$ cat src/logic/usr_regs.svh
// register offsets, field positions, reset values for the serial transceiver
`ifndef USR_REGS_SVH
`define USR_REGS_SVH
`define USR_DATA_OFS 8'hEC
`define USR_CTRL_OFS 8'hED
`define USR_CS_BASE 6'h3B
// mode word fields
`define USR_MD_FAC 1:0
`define USR_MD_LEN 3:2
`define USR_MD_PEN 4
`define USR_MD_EVEN 5
`define USR_MD_STOP 7:6
`define USR_MD_EXTS 6
`define USR_MD_ONES 7
`define USR_MODE_RST 8'h00
// command word fields
`define USR_CM_TXA 0
`define USR_CM_DTR 1
`define USR_CM_RXE 2
`define USR_CM_BRK 3
`define USR_CM_ERR 4
`define USR_CM_RTS 5
`define USR_CM_IRST 6
`define USR_CM_SYNC_SEARCH_STATE 7
`define USR_CMD_RST 8'h00
// status byte fields
`define USR_ST_TXF 0
`define USR_ST_RXW 1
`define USR_ST_DRN 2
`define USR_ST_PE 3
`define USR_ST_OE 4
`define USR_ST_FE 5
`define USR_ST_SYN 6
`define USR_ST_DSR 7
`endif

$ cat src/logic/usr_pkg.sv
// types for the serial transceiver
package usr_pkg;
    typedef enum logic [1:0] {CW_MODE, CW_SYNC1, CW_SYNC2, CW_CMD} usr_ctl_t;
    typedef enum logic [1:0] {RX_IDLE, RX_START, RX_BITS, RX_SYNC_SEARCH_STATE} usr_rx_t;
endpackage

$ cat src/logic/usr_usart.sv
// serial transceiver with host port, async/sync transmitter and receiver
`timescale 1ns/1ns
`include "usr_regs.svh"

// Function
// - after mode and sync characters, every control write is a command word
// - internal or external reset returns to expecting a mode word
// - status byte is readable with control select high at any time
// - slot-free output high when a character fits while transmit-allow is set and clear-to-send low, cleared by a data write
// - character-waiting output raised on complete character, cleared by data read
// - transmission starts only with transmit-allow set and clear-to-send low
// - reset holds the transmit line high
// - async frame is start low, data, optional parity, programmed stop bits
// - bits leave on falling transmit clock edges, divided by 1, 16 or 64
// - idle line stays high; break holds it continuously low
// - at factor 16 or 64, falling edge starts start-bit check at centre; accept only if still low
// - bit counter finds bit centres; sampling on rising receive clock edges
// - parity mismatch sets the parity error flag
// - low stop bit sets framing error; character still loaded
// - unread character is overwritten and the overrun flag set
// - command word with bit 4 set clears error flags; errors never stop operation
// - sync transmit idles high until the first character, then sends on clear-to-send
// - empty sync transmitter inserts sync characters and raises drained until next write
// - internal-sync receive hunts for one or two sync characters, flags sync found
// - sync receiver checks parity and overrun as async does
// - a command with bit 7 set sends the internal-sync receiver back to sync search
// - chip select for addresses EC to EF; address bit zero picks control or data
// - transmit-allow is command bit 0; clearing it disables transmitter indications
// - two lowest mode bits choose sync or async and the meaning of the rest
module usr_usart (
    input wire logic ref_clk_i,
    input wire logic reset_i,
    input wire logic [7:0] io_addr_i,
    input wire logic io_write_n_i,
    input wire logic io_read_n_i,
    input wire logic [7:0] data_i,
    output logic [7:0] data_o,
    output logic data_oe_o,
    input wire logic tx_bit_clock_i,
    input wire logic rx_bit_clock_i,
    input wire logic rxd_i,
    output logic txd_o,
    input wire logic cts_n_i,
    input wire logic dsr_n_i,
    output logic dtr_n_o,
    output logic rts_n_o,
    output logic tx_slot_free_o,
    output logic rx_char_waiting_o,
    output logic tx_drained_o,
    output logic sync_found_o
);
    import usr_pkg::*;

    // ------------------------------------------------------------
    // helpers
    // ------------------------------------------------------------
    function automatic logic [3:0] ch_len(input logic [7:0] m);
        return 4'd5 + {2'b00, m[`USR_MD_LEN]};
    endfunction
    function automatic logic [6:0] fac(input logic [7:0] m);
        return (m[`USR_MD_FAC] == 2'b10) ? 7'd16 : ((m[`USR_MD_FAC] == 2'b11) ? 7'd64 : 7'd1);
    endfunction
    function automatic logic [7:0] mask(input logic [3:0] n);
        return 8'hFF >> (4'd8 - n);
    endfunction
    // right-align the last k bits shifted into a 9-bit assembler
    function automatic logic [8:0] align(input logic [8:0] v, input logic [3:0] k);
        return v >> (4'd9 - k);
    endfunction
    // frame: {bit count, bits lsb first}; sync frames put data where the start bit sits
    function automatic logic [15:0] mk_frame(input logic [7:0] d, input logic [7:0] m);
        logic [11:0] fr;
        int pos;
        logic [3:0] n;
        fr = 12'hFFE;
        n = ch_len(m);
        pos = (m[`USR_MD_FAC] == 2'b00) ? 0 : 1;
        for (int i = 0; i < 8; i++) begin
            if (i < int'(n)) fr[pos + i] = d[i];
        end
        pos = pos + int'(n);
        if (m[`USR_MD_PEN]) begin
            fr[pos] = ^(d & mask(n)) ^ ~m[`USR_MD_EVEN];
            pos = pos + 1;
        end
        if (m[`USR_MD_FAC] != 2'b00) pos = pos + ((m[`USR_MD_STOP] == 2'b11) ? 2 : 1);
        return {4'(pos), fr};
    endfunction
    // ------------------------------------------------------------
    // host port decode
    // ------------------------------------------------------------
    logic cs, wr_prev_q, rd_prev_q, wr_ev, rd_ev;
    logic ctl_wr, dat_wr, st_rd, dat_rd;
    assign cs = (io_addr_i[7:2] == `USR_CS_BASE);
    assign wr_ev = cs && !io_write_n_i && wr_prev_q;
    assign rd_ev = cs && !io_read_n_i && rd_prev_q;
    assign ctl_wr = wr_ev && io_addr_i[0];
    assign dat_wr = wr_ev && !io_addr_i[0];
    assign st_rd = rd_ev && io_addr_i[0];
    assign dat_rd = rd_ev && !io_addr_i[0];
    assign data_oe_o = cs && !io_read_n_i;
    always_ff @(posedge ref_clk_i or posedge reset_i) begin
        if (reset_i) begin
            wr_prev_q <= 1'b1;
            rd_prev_q <= 1'b1;
        end else begin
            wr_prev_q <= io_write_n_i;
            rd_prev_q <= io_read_n_i;
        end
    end
    // ------------------------------------------------------------
    // control word sequencing
    // ------------------------------------------------------------
    usr_ctl_t ctl_q;
    logic [7:0] mode_q, cmd_q, sync1_q, sync2_q;
    logic snc_md, irst;
    assign snc_md = (mode_q[`USR_MD_FAC] == 2'b00);
    assign irst = ctl_wr && (ctl_q == CW_CMD) && data_i[`USR_CM_IRST];
    always_ff @(posedge ref_clk_i or posedge reset_i) begin
        if (reset_i) begin
            ctl_q <= CW_MODE;
            mode_q <= `USR_MODE_RST;
            cmd_q <= `USR_CMD_RST;
            sync1_q <= 8'h00;
            sync2_q <= 8'h00;
        end else if (ctl_wr) begin
            unique case (ctl_q)
                CW_MODE: begin
                    mode_q <= data_i;
                    ctl_q <= (data_i[`USR_MD_FAC] == 2'b00) ? CW_SYNC1 : CW_CMD;
                end
                CW_SYNC1: begin
                    sync1_q <= data_i;
                    ctl_q <= mode_q[`USR_MD_ONES] ? CW_CMD : CW_SYNC2;
                end
                CW_SYNC2: begin
                    sync2_q <= data_i;
                    ctl_q <= CW_CMD;
                end
                CW_CMD: begin
                    cmd_q <= data_i[`USR_CM_IRST] ? `USR_CMD_RST : data_i;
                    if (data_i[`USR_CM_IRST]) ctl_q <= CW_MODE;
                end
            endcase
        end
    end
    assign dtr_n_o = ~cmd_q[`USR_CM_DTR];
    assign rts_n_o = ~cmd_q[`USR_CM_RTS];

    // ------------------------------------------------------------
    // bit clock edges
    // ------------------------------------------------------------
    logic txclk_q, rxclk_q, tx_tick, rx_tick;
    always_ff @(posedge ref_clk_i or posedge reset_i) begin
        if (reset_i) begin
            txclk_q <= 1'b1;
            rxclk_q <= 1'b1;
        end else begin
            txclk_q <= tx_bit_clock_i;
            rxclk_q <= rx_bit_clock_i;
        end
    end
    assign tx_tick = txclk_q && !tx_bit_clock_i;
    assign rx_tick = !rxclk_q && rx_bit_clock_i;

    // ------------------------------------------------------------
    // transmitter
    // ------------------------------------------------------------
    logic [7:0] thr_q;
    logic thr_full_q, tbusy_q, tstart_q, fill2_q, drained_q, txd_q;
    logic [11:0] tsh_q;
    logic [3:0] tbits_q;
    logic [6:0] tcnt_q;
    logic tx_go, ld_data, ld_fill, tdone;
    logic [15:0] fr_d;
    logic [6:0] blen;
    assign tx_go = cmd_q[`USR_CM_TXA] && !cts_n_i;
    assign ld_data = tx_go && !tbusy_q && thr_full_q;
    assign ld_fill = tx_go && !tbusy_q && !thr_full_q && snc_md && tstart_q;
    assign fr_d = mk_frame(ld_data ? thr_q : (fill2_q ? sync2_q : sync1_q), mode_q);
    assign tdone = tx_tick && tbusy_q && tcnt_q == 7'd0 && tbits_q == 4'd0;
    // last stop bit of a one-and-a-half stop frame runs half a bit longer
    assign blen = (tbits_q == 4'd1 && !snc_md && mode_q[`USR_MD_STOP] == 2'b10)
        ? fac(mode_q) + (fac(mode_q) >> 1) : fac(mode_q);
    always_ff @(posedge ref_clk_i or posedge reset_i) begin
        if (reset_i) begin
            thr_q <= 8'h00;
            thr_full_q <= 1'b0;
        end else begin
            if (dat_wr) thr_q <= data_i;
            if (dat_wr) thr_full_q <= 1'b1;
            else if (ld_data || irst) thr_full_q <= 1'b0;
        end
    end
    always_ff @(posedge ref_clk_i or posedge reset_i) begin
        if (reset_i) begin
            tbusy_q <= 1'b0;
            tsh_q <= 12'hFFF;
            tbits_q <= 4'd0;
            tcnt_q <= 7'd0;
            txd_q <= 1'b1;
        end else if (irst) begin
            tbusy_q <= 1'b0;
            txd_q <= 1'b1;
        end else if (ld_data || ld_fill) begin
            tbusy_q <= 1'b1;
            tsh_q <= fr_d[11:0];
            tbits_q <= fr_d[15:12];
            tcnt_q <= 7'd0;
        end else if (tdone) begin
            tbusy_q <= 1'b0;
        end else if (tx_tick && tbusy_q) begin
            if (tcnt_q == 7'd0) begin
                txd_q <= tsh_q[0];
                tsh_q <= {1'b1, tsh_q[11:1]};
                tbits_q <= tbits_q - 4'd1;
                tcnt_q <= blen - 7'd1;
            end else begin
                tcnt_q <= tcnt_q - 7'd1;
            end
        end
    end
    always_ff @(posedge ref_clk_i or posedge reset_i) begin
        if (reset_i) begin
            tstart_q <= 1'b0;
            fill2_q <= 1'b0;
            drained_q <= 1'b1;
        end else begin
            if (irst) tstart_q <= 1'b0;
            else if (ld_data && snc_md) tstart_q <= 1'b1;
            if (ld_fill) fill2_q <= !mode_q[`USR_MD_ONES] && !fill2_q;
            else if (ld_data) fill2_q <= 1'b0;
            if (ld_fill || (!snc_md && !tbusy_q && !thr_full_q && !dat_wr)) drained_q <= 1'b1;
            else if (dat_wr) drained_q <= 1'b0;
        end
    end
    assign txd_o = cmd_q[`USR_CM_BRK] ? 1'b0 : txd_q;
    assign tx_slot_free_o = tx_go && !thr_full_q;
    assign tx_drained_o = cmd_q[`USR_CM_TXA] && drained_q;

    // ------------------------------------------------------------
    // receiver
    // ------------------------------------------------------------
    usr_rx_t rx_q;
    logic [6:0] rcnt_q, half;
    logic [3:0] rbits_q, rlen, nbits;
    logic [8:0] rsh_q, nsh, word;
    logic rprev_q, hunt2_q, rxw_q, pe_q, oe_q, fe_q, sf_q;
    logic [7:0] rbuf_q;
    logic samp, rdone, hmatch, pbad, idle_sync_search_state;
    assign rlen = ch_len(mode_q);
    assign nbits = rlen + {3'b000, mode_q[`USR_MD_PEN]};
    assign half = fac(mode_q) >> 1;
    assign nsh = {rxd_i, rsh_q[8:1]};
    assign samp = rx_tick && rx_q == RX_BITS && rcnt_q == 7'd0;
    // sync characters end on their last bit, async ones on the stop bit
    assign rdone = samp && (snc_md ? rbits_q == 4'd1 : rbits_q == 4'd0);
    assign word = align(snc_md ? nsh : rsh_q, nbits);
    assign pbad = mode_q[`USR_MD_PEN] && ((^(word[7:0] & mask(rlen)) ^ ~mode_q[`USR_MD_EVEN]) != word[rlen]);
    assign hmatch = (align(nsh, rlen) & {1'b0, mask(rlen)}) == {1'b0, sync1_q & mask(rlen)};
    assign idle_sync_search_state = snc_md && !mode_q[`USR_MD_EXTS];
    always_ff @(posedge ref_clk_i or posedge reset_i) begin
        if (reset_i) begin
            rx_q <= RX_IDLE;
            rcnt_q <= 7'd0;
            rbits_q <= 4'd0;
            rsh_q <= 9'h000;
            rprev_q <= 1'b1;
            hunt2_q <= 1'b0;
        end else if (!cmd_q[`USR_CM_RXE] || ctl_q != CW_CMD) begin
            rx_q <= idle_sync_search_state ? RX_SYNC_SEARCH_STATE : (snc_md ? RX_BITS : RX_IDLE);
            rbits_q <= nbits;
            rcnt_q <= 7'd0;
            hunt2_q <= 1'b0;
        end else if (ctl_wr && data_i[`USR_CM_SYNC_SEARCH_STATE] && idle_sync_search_state) begin
            rx_q <= RX_SYNC_SEARCH_STATE;
            hunt2_q <= 1'b0;
        end else if (rx_tick) begin
            rprev_q <= rxd_i;
            unique case (rx_q)
                RX_IDLE: if (rprev_q && !rxd_i) begin
                    rx_q <= (half == 7'd0) ? RX_BITS : RX_START;
                    rcnt_q <= (half == 7'd0) ? 7'd0 : half - 7'd1;
                    rbits_q <= nbits;
                end
                RX_START: if (rcnt_q != 7'd0) rcnt_q <= rcnt_q - 7'd1;
                    else if (rxd_i) rx_q <= RX_IDLE;
                    else begin
                        rx_q <= RX_BITS;
                        rcnt_q <= fac(mode_q) - 7'd1;
                    end
                RX_BITS: if (rcnt_q != 7'd0) rcnt_q <= rcnt_q - 7'd1;
                    else begin
                        rcnt_q <= fac(mode_q) - 7'd1;
                        if (rbits_q != 4'd0) rsh_q <= nsh;
                        if (rdone) begin
                            rbits_q <= nbits;
                            if (!snc_md) rx_q <= RX_IDLE;
                            else if (hunt2_q) begin
                                hunt2_q <= 1'b0;
                                if ((word[7:0] & mask(rlen)) != (sync2_q & mask(rlen))) rx_q <= RX_SYNC_SEARCH_STATE;
                            end
                        end else begin
                            rbits_q <= rbits_q - 4'd1;
                        end
                    end
                RX_SYNC_SEARCH_STATE: begin
                    rsh_q <= nsh;
                    if (hmatch) begin
                        rx_q <= RX_BITS;
                        rcnt_q <= 7'd0;
                        rbits_q <= nbits;
                        hunt2_q <= !mode_q[`USR_MD_ONES];
                    end
                end
            endcase
        end
    end
    logic sync_search_state_hit, rx_load;
    assign sync_search_state_hit = rx_tick && cmd_q[`USR_CM_RXE] && ctl_q == CW_CMD && rx_q == RX_SYNC_SEARCH_STATE && hmatch;
    assign rx_load = rdone && !hunt2_q && cmd_q[`USR_CM_RXE] && ctl_q == CW_CMD;
    // flags: a hardware set in the same cycle as its clear wins
    always_ff @(posedge ref_clk_i or posedge reset_i) begin
        if (reset_i) begin
            rbuf_q <= 8'h00;
            rxw_q <= 1'b0;
            pe_q <= 1'b0;
            oe_q <= 1'b0;
            fe_q <= 1'b0;
            sf_q <= 1'b0;
        end else begin
            if (rx_load) rbuf_q <= word[7:0] & mask(rlen);
            if (rx_load) rxw_q <= 1'b1;
            else if (dat_rd) rxw_q <= 1'b0;
            if (rx_load && pbad) pe_q <= 1'b1;
            else if (ctl_wr && ctl_q == CW_CMD && data_i[`USR_CM_ERR]) pe_q <= 1'b0;
            if (rx_load && rxw_q && !dat_rd) oe_q <= 1'b1;
            else if (ctl_wr && ctl_q == CW_CMD && data_i[`USR_CM_ERR]) oe_q <= 1'b0;
            if (rx_load && !snc_md && !rxd_i) fe_q <= 1'b1;
            else if (ctl_wr && ctl_q == CW_CMD && data_i[`USR_CM_ERR]) fe_q <= 1'b0;
            if ((sync_search_state_hit && mode_q[`USR_MD_ONES]) || (rdone && hunt2_q && rx_q == RX_BITS
                && (word[7:0] & mask(rlen)) == (sync2_q & mask(rlen)))) sf_q <= 1'b1;
            else if (st_rd) sf_q <= 1'b0;
        end
    end
    assign rx_char_waiting_o = rxw_q && cmd_q[`USR_CM_RXE];
    assign sync_found_o = sf_q;
    // ------------------------------------------------------------
    // read data
    // ------------------------------------------------------------
    logic [7:0] stat;
    always_comb begin
        stat = 8'h00;
        stat[`USR_ST_TXF] = tx_slot_free_o;
        stat[`USR_ST_RXW] = rx_char_waiting_o;
        stat[`USR_ST_DRN] = tx_drained_o;
        stat[`USR_ST_PE] = pe_q;
        stat[`USR_ST_OE] = oe_q;
        stat[`USR_ST_FE] = fe_q;
        stat[`USR_ST_SYN] = sf_q;
        stat[`USR_ST_DSR] = !dsr_n_i;
    end

    always_ff @(posedge ref_clk_i or posedge reset_i) begin
        if (reset_i) data_o <= 8'h00;
        else if (rd_ev) data_o <= io_addr_i[0] ? stat : rbuf_q;
    end
endmodule // usr_usart

$ cat config.mk
export PLATFORM = sky130hd
export DESIGN_NAME = usr_usart
export DESIGN_NICKNAME = d
export VERILOG_FILES = /design/src/logic/usr_pkg.sv /design/src/logic/usr_usart.sv
export VERILOG_INCLUDE_DIRS = /design/src /design/src/logic
export SDC_FILE = /design/constraint.sdc
export NUM_CORES = 1
export LEC_CHECK = 0
export ABC_CLOCK_PERIOD_IN_PS = 10600
export BUFFER_PORTS_ARGS = -buffer_cell sky130_fd_sc_hd__buf_2
export CORE_MARGIN = 2
export CORE_UTILIZATION = 67
export CTS_BUF_LIST = sky130_fd_sc_hd__clkbuf_16
export DETAILED_ROUTE_END_ITERATION = 8
export PLACE_DENSITY = 0.82
export REMOVE_ABC_BUFFERS = 1
export SETUP_SLACK_MARGIN = 0.02
export SLEW_MARGIN = 10
export SYNTH_ARGS = -nofsm -noshare
export SYNTH_HDL_FRONTEND = slang
export SYNTH_SLANG_ARGS = --single-unit
$ cat constraint.sdc
create_clock -name ref_clk_i -period 10.6 [get_ports ref_clk_i]
set_input_delay 1.59 -clock ref_clk_i [delete_from_list [all_inputs] [get_ports ref_clk_i]]
set_output_delay 1.59 -clock ref_clk_i [all_outputs]
set_load 0.02 [all_outputs]
==> results by group <==
Status
  • Status: completed

Place
  • DP HPWL: 14.2 mm
  • PortBufs: 39
  • GP Congestion: roughly 0.96

Synth
  • Post-synthesis xor/xnor area fraction: 0.0433
  • Post-Syn Area: around 8000 sq um
  • Post-synthesis adder-cell area fraction: 0.0592
  • Ys Warns: 0
  • Synth cell count leaders: 98 x dfrtp_1, 93 x nand2_1, 80 x nor2_1
  • Post-Syn Instances: 849
  • Syn avg cell area: 9.16 sq um
  • Ys flop type: dfrtp_1
  • Post-synthesis compound-gate area fraction: 0.168
  • Top cells by area, synth: dfrtp_1 32%, mux2_2 7.1%, dfstp_2 6.4%
  • Seq cells post-synth: ~120
  • Post-synth EDFFs: 0
  • Post-synth cell types: 79
  • Yosys top cell area share: 0.315
  • Post-synthesis mux area share: 0.119
  • Main combinational cell family by area after synthesis: simple AND/OR/NAND/NOR gates
  • Seq/Total Area, Yosys: 0.380
  • Area leader, netlist: dfrtp_1
  • Post-synthesis async set-or-reset flop share: 1.00
  • Count leader, synth: dfrtp_1
  • Post-Synth Simple-Gate Area: 0.189

Clocking
  • Buffer count from post-CTS setup fixing: 0
  • Clock Latency Late Sink: between 0.4 and 0.5 ns
  • Maximum root-to-sink buffer count: 2
  • CTS Buf Count: 17
  • Sink Count: around 120
  • Clock Pin Slew Worst Setup and Hold Paths: 0.06 ns
  • CTS resizes: 0
  • H-tree depth: 4
  • CTS tree: done
  • CTS Root Cell: clkbuf_16
  • Hold buffers post-CTS: 0

Final layout
  • Diode count: 0
  • Area growth from synthesis to layout: 10.2%
  • Final core occ: 0.753
  • Layout net count: 929
  • Share of cells above drive strength 1: 0.181

Worst setup path
  • CP max stage cell: dfrtp_1
  • Most used cell, CP: a211o_1
  • Crit path launch type: flop
  • R2r worst-path depth: 11
  • Number of stages on the worst setup path: 11
  • Slowest Stage Delay on Critical Path: 0.93 ns
  • Cell family with the largest share of critical-path delay: compound AO/OA/AOI/OAI gates
  • Critical Path RT: approximately 11 ns
  • Kind of critical path: reg -> reg
  • CP endpoint kind: flop
  • Cell Chain, Critical Path: inv_1 -> ha_1 -> mux2i_1 -> o21ai_0 -> a211o_1 -> o211ai_1 -> a211o_1 -> o21ai_2 -> nand4_1 -> or4b_1 -> a21oi_1
  • WP buf/inv: 1
  • Crit-path max FO: 22
  • CP arrival: 5.45 ns

Power
  • Static Leak: 3.84 nW
  • Pwr dens: approximately 130 nW/um^2
  • Peak supply drop: 0.131 mV

STA
  • Final hold slack: between 0.4 and 0.5 ns
  • Max-slew headroom: 0.330
  • Max Slew Vio Count: 0
  • Final period util: 0.482
  • RSZ-0062 raised after global routing: false
  • Final hold violation count: 0
  • Final TNS setup: 0 ns
  • Setup Skew: 0.00895 ns
  • Final setup fails: 0
  • Worst slew pin tran: around 1 ns
  • Max Clk Rate: 0.196 GHz
  • Minimum clock period: 5.11 ns

Global route
  • GRT overflow: 0
  • Vias in the first global route: 6,669
  • Tot GR Track Use: 0.334
  • Largest net degree at the start of global routing: between 80 and 90
  • First-pass GRT wire length: 33.1 mm
  • Initial antenna violation count: 0

Die
  • Ports: slightly above 40
  • Row count: 39
  • Initial Utilization: 0.684
  • Core box area: 11,400 sq um
  • Chip width: 112 um
  • Die Outline Area: approximately 12,000 sq um
  • Die Ht: 112 um

Detailed routing
  • Vias/cell: 6.59
  • Post-route ant nets: 0
  • Drt pass-1 iters: 5
  • # DRC: 0
  • Final wirelength: 20.0 mm
  • WL/cell: about 20 um
  • Via count: 6,752
  • DRT iter0 DRCs: 650

Worst hold path
  • Hold depth: 2
  • Hold Crit Class: reg -> reg

Flow run
  • Max-cap violations: 0
==> metal layers <==
layer  part of all wire  GRT usage  wire, um  up-vias
li1                   -          -         -     3085
met1               0.42      0.441      8370     3317
met2               0.48      0.548      9640      303
met3              0.072     0.0642      1440       47
met4              0.026      0.132       517        0
met5                  0          0         0        -
==> layout by cell type, fill, tap and decap left out, types with 7 or more instances in the layout <==
cell type	netlist	layout
a211oi_1	11	11
a21oi_1	48	48
a31oi_1	12	12
buf_2	8	39
clkbuf_16	0	17
dfrtp_1	98	98
dfstp_2	19	19
ha_1	32	32
inv_1	33	35
mux2_2	49	49
mux2i_1	28	28
nand2_1	93	93
nand2b_1	8	8
nand3_1	17	17
nor2_1	80	80
nor2b_1	16	16
nor3_1	39	39
nor3b_1	7	7
o21ai_0	58	58
o31ai_1	7	7
or3_1	10	10
xnor2_1	21	21
xor2_1	12	12
==> layout make-up <==
type | count | area [sq um]
Tap cell | 143 | 179
Clock buffer | 17 | 425
Timing Repair Buffer | 43 | 225
Inverter | 35 | 134
Fill cell | 810 | 2800
Sequential cell | 117 | 2950
Multi-Input combinational cell | 655 | 4500
Clock inverter | 15 | 149
==> path summary, 6_finish.rpt <==
path,startpoint,end,slack [ns]
min in group asynchronous,reset_i,data_o[0],1.19
hold reg to reg,rbuf_q[3],rbuf_q[3],0.46
setup / recovery,mode_q[2],rcnt_q[5],5.49
hold / removal,rbuf_q[3],rbuf_q[3],0.46
max in group asynchronous,reset_i,sync2_q[7],8.03
setup reg to reg,mode_q[2],rcnt_q[5],5.49
==> registers in the layout, indices dropped and copies added (netlist names), 4 cells and up <==
register	count
tsh_q	12
data_o	8
rcnt_q	7
thr_q	8
cmd_q	5
mode_q	8
tcnt_q	7
tbits_q	4
rbuf_q	8
rsh_q	9
rbits_q	4
sync2_q	8
sync1_q	8
==> metrics by stage <==
stage	instances	cell area [sq um]	setup WS, ns	power (mW)
after floorplan	807	7580	5.94	0.535
after global placement	993	7990	5.87	0.559
after detailed placement	993	7990	5.74	0.563
after CTS	1025	8570	5.66	1.12
after global routing	1025	8570	5.24	1.15
final	1025	8570	5.49	1.12
==> worst min-delay path, stage by stage, from the launching register on <==
cell     delay [ns]
dfrtp_1        0.33
nand2_1        0.05
nand2_1        0.05
==> cell families (layout without fill, tap and decap cells) <==
| logic type | count (synthesis) | count (layout) |
|---|---|---|
| fa+ha+maj | 35 | 35 |
| xor+xnor | 35 | 35 |
| simple gates | 305 | 305 |
| mux | 81 | 81 |
| compound gates | 199 | 199 |
| flops | 117 | 117 |
| buf+inv | 77 | 110 |
==> power breakdown <==
group | leakage (nW) | total, mW | switching [mW] | internal, mW
combinational | 2.03 | 0.0792 | 0.0503 | 0.0289
clock | 0.292 | 0.561 | 0.199 | 0.361
sequential | 1.52 | 0.478 | 0.0107 | 0.468
total | 3.84 | 1.12 | 0.260 | 0.858
No activity file was read; power rests on OpenSTA's default activity.
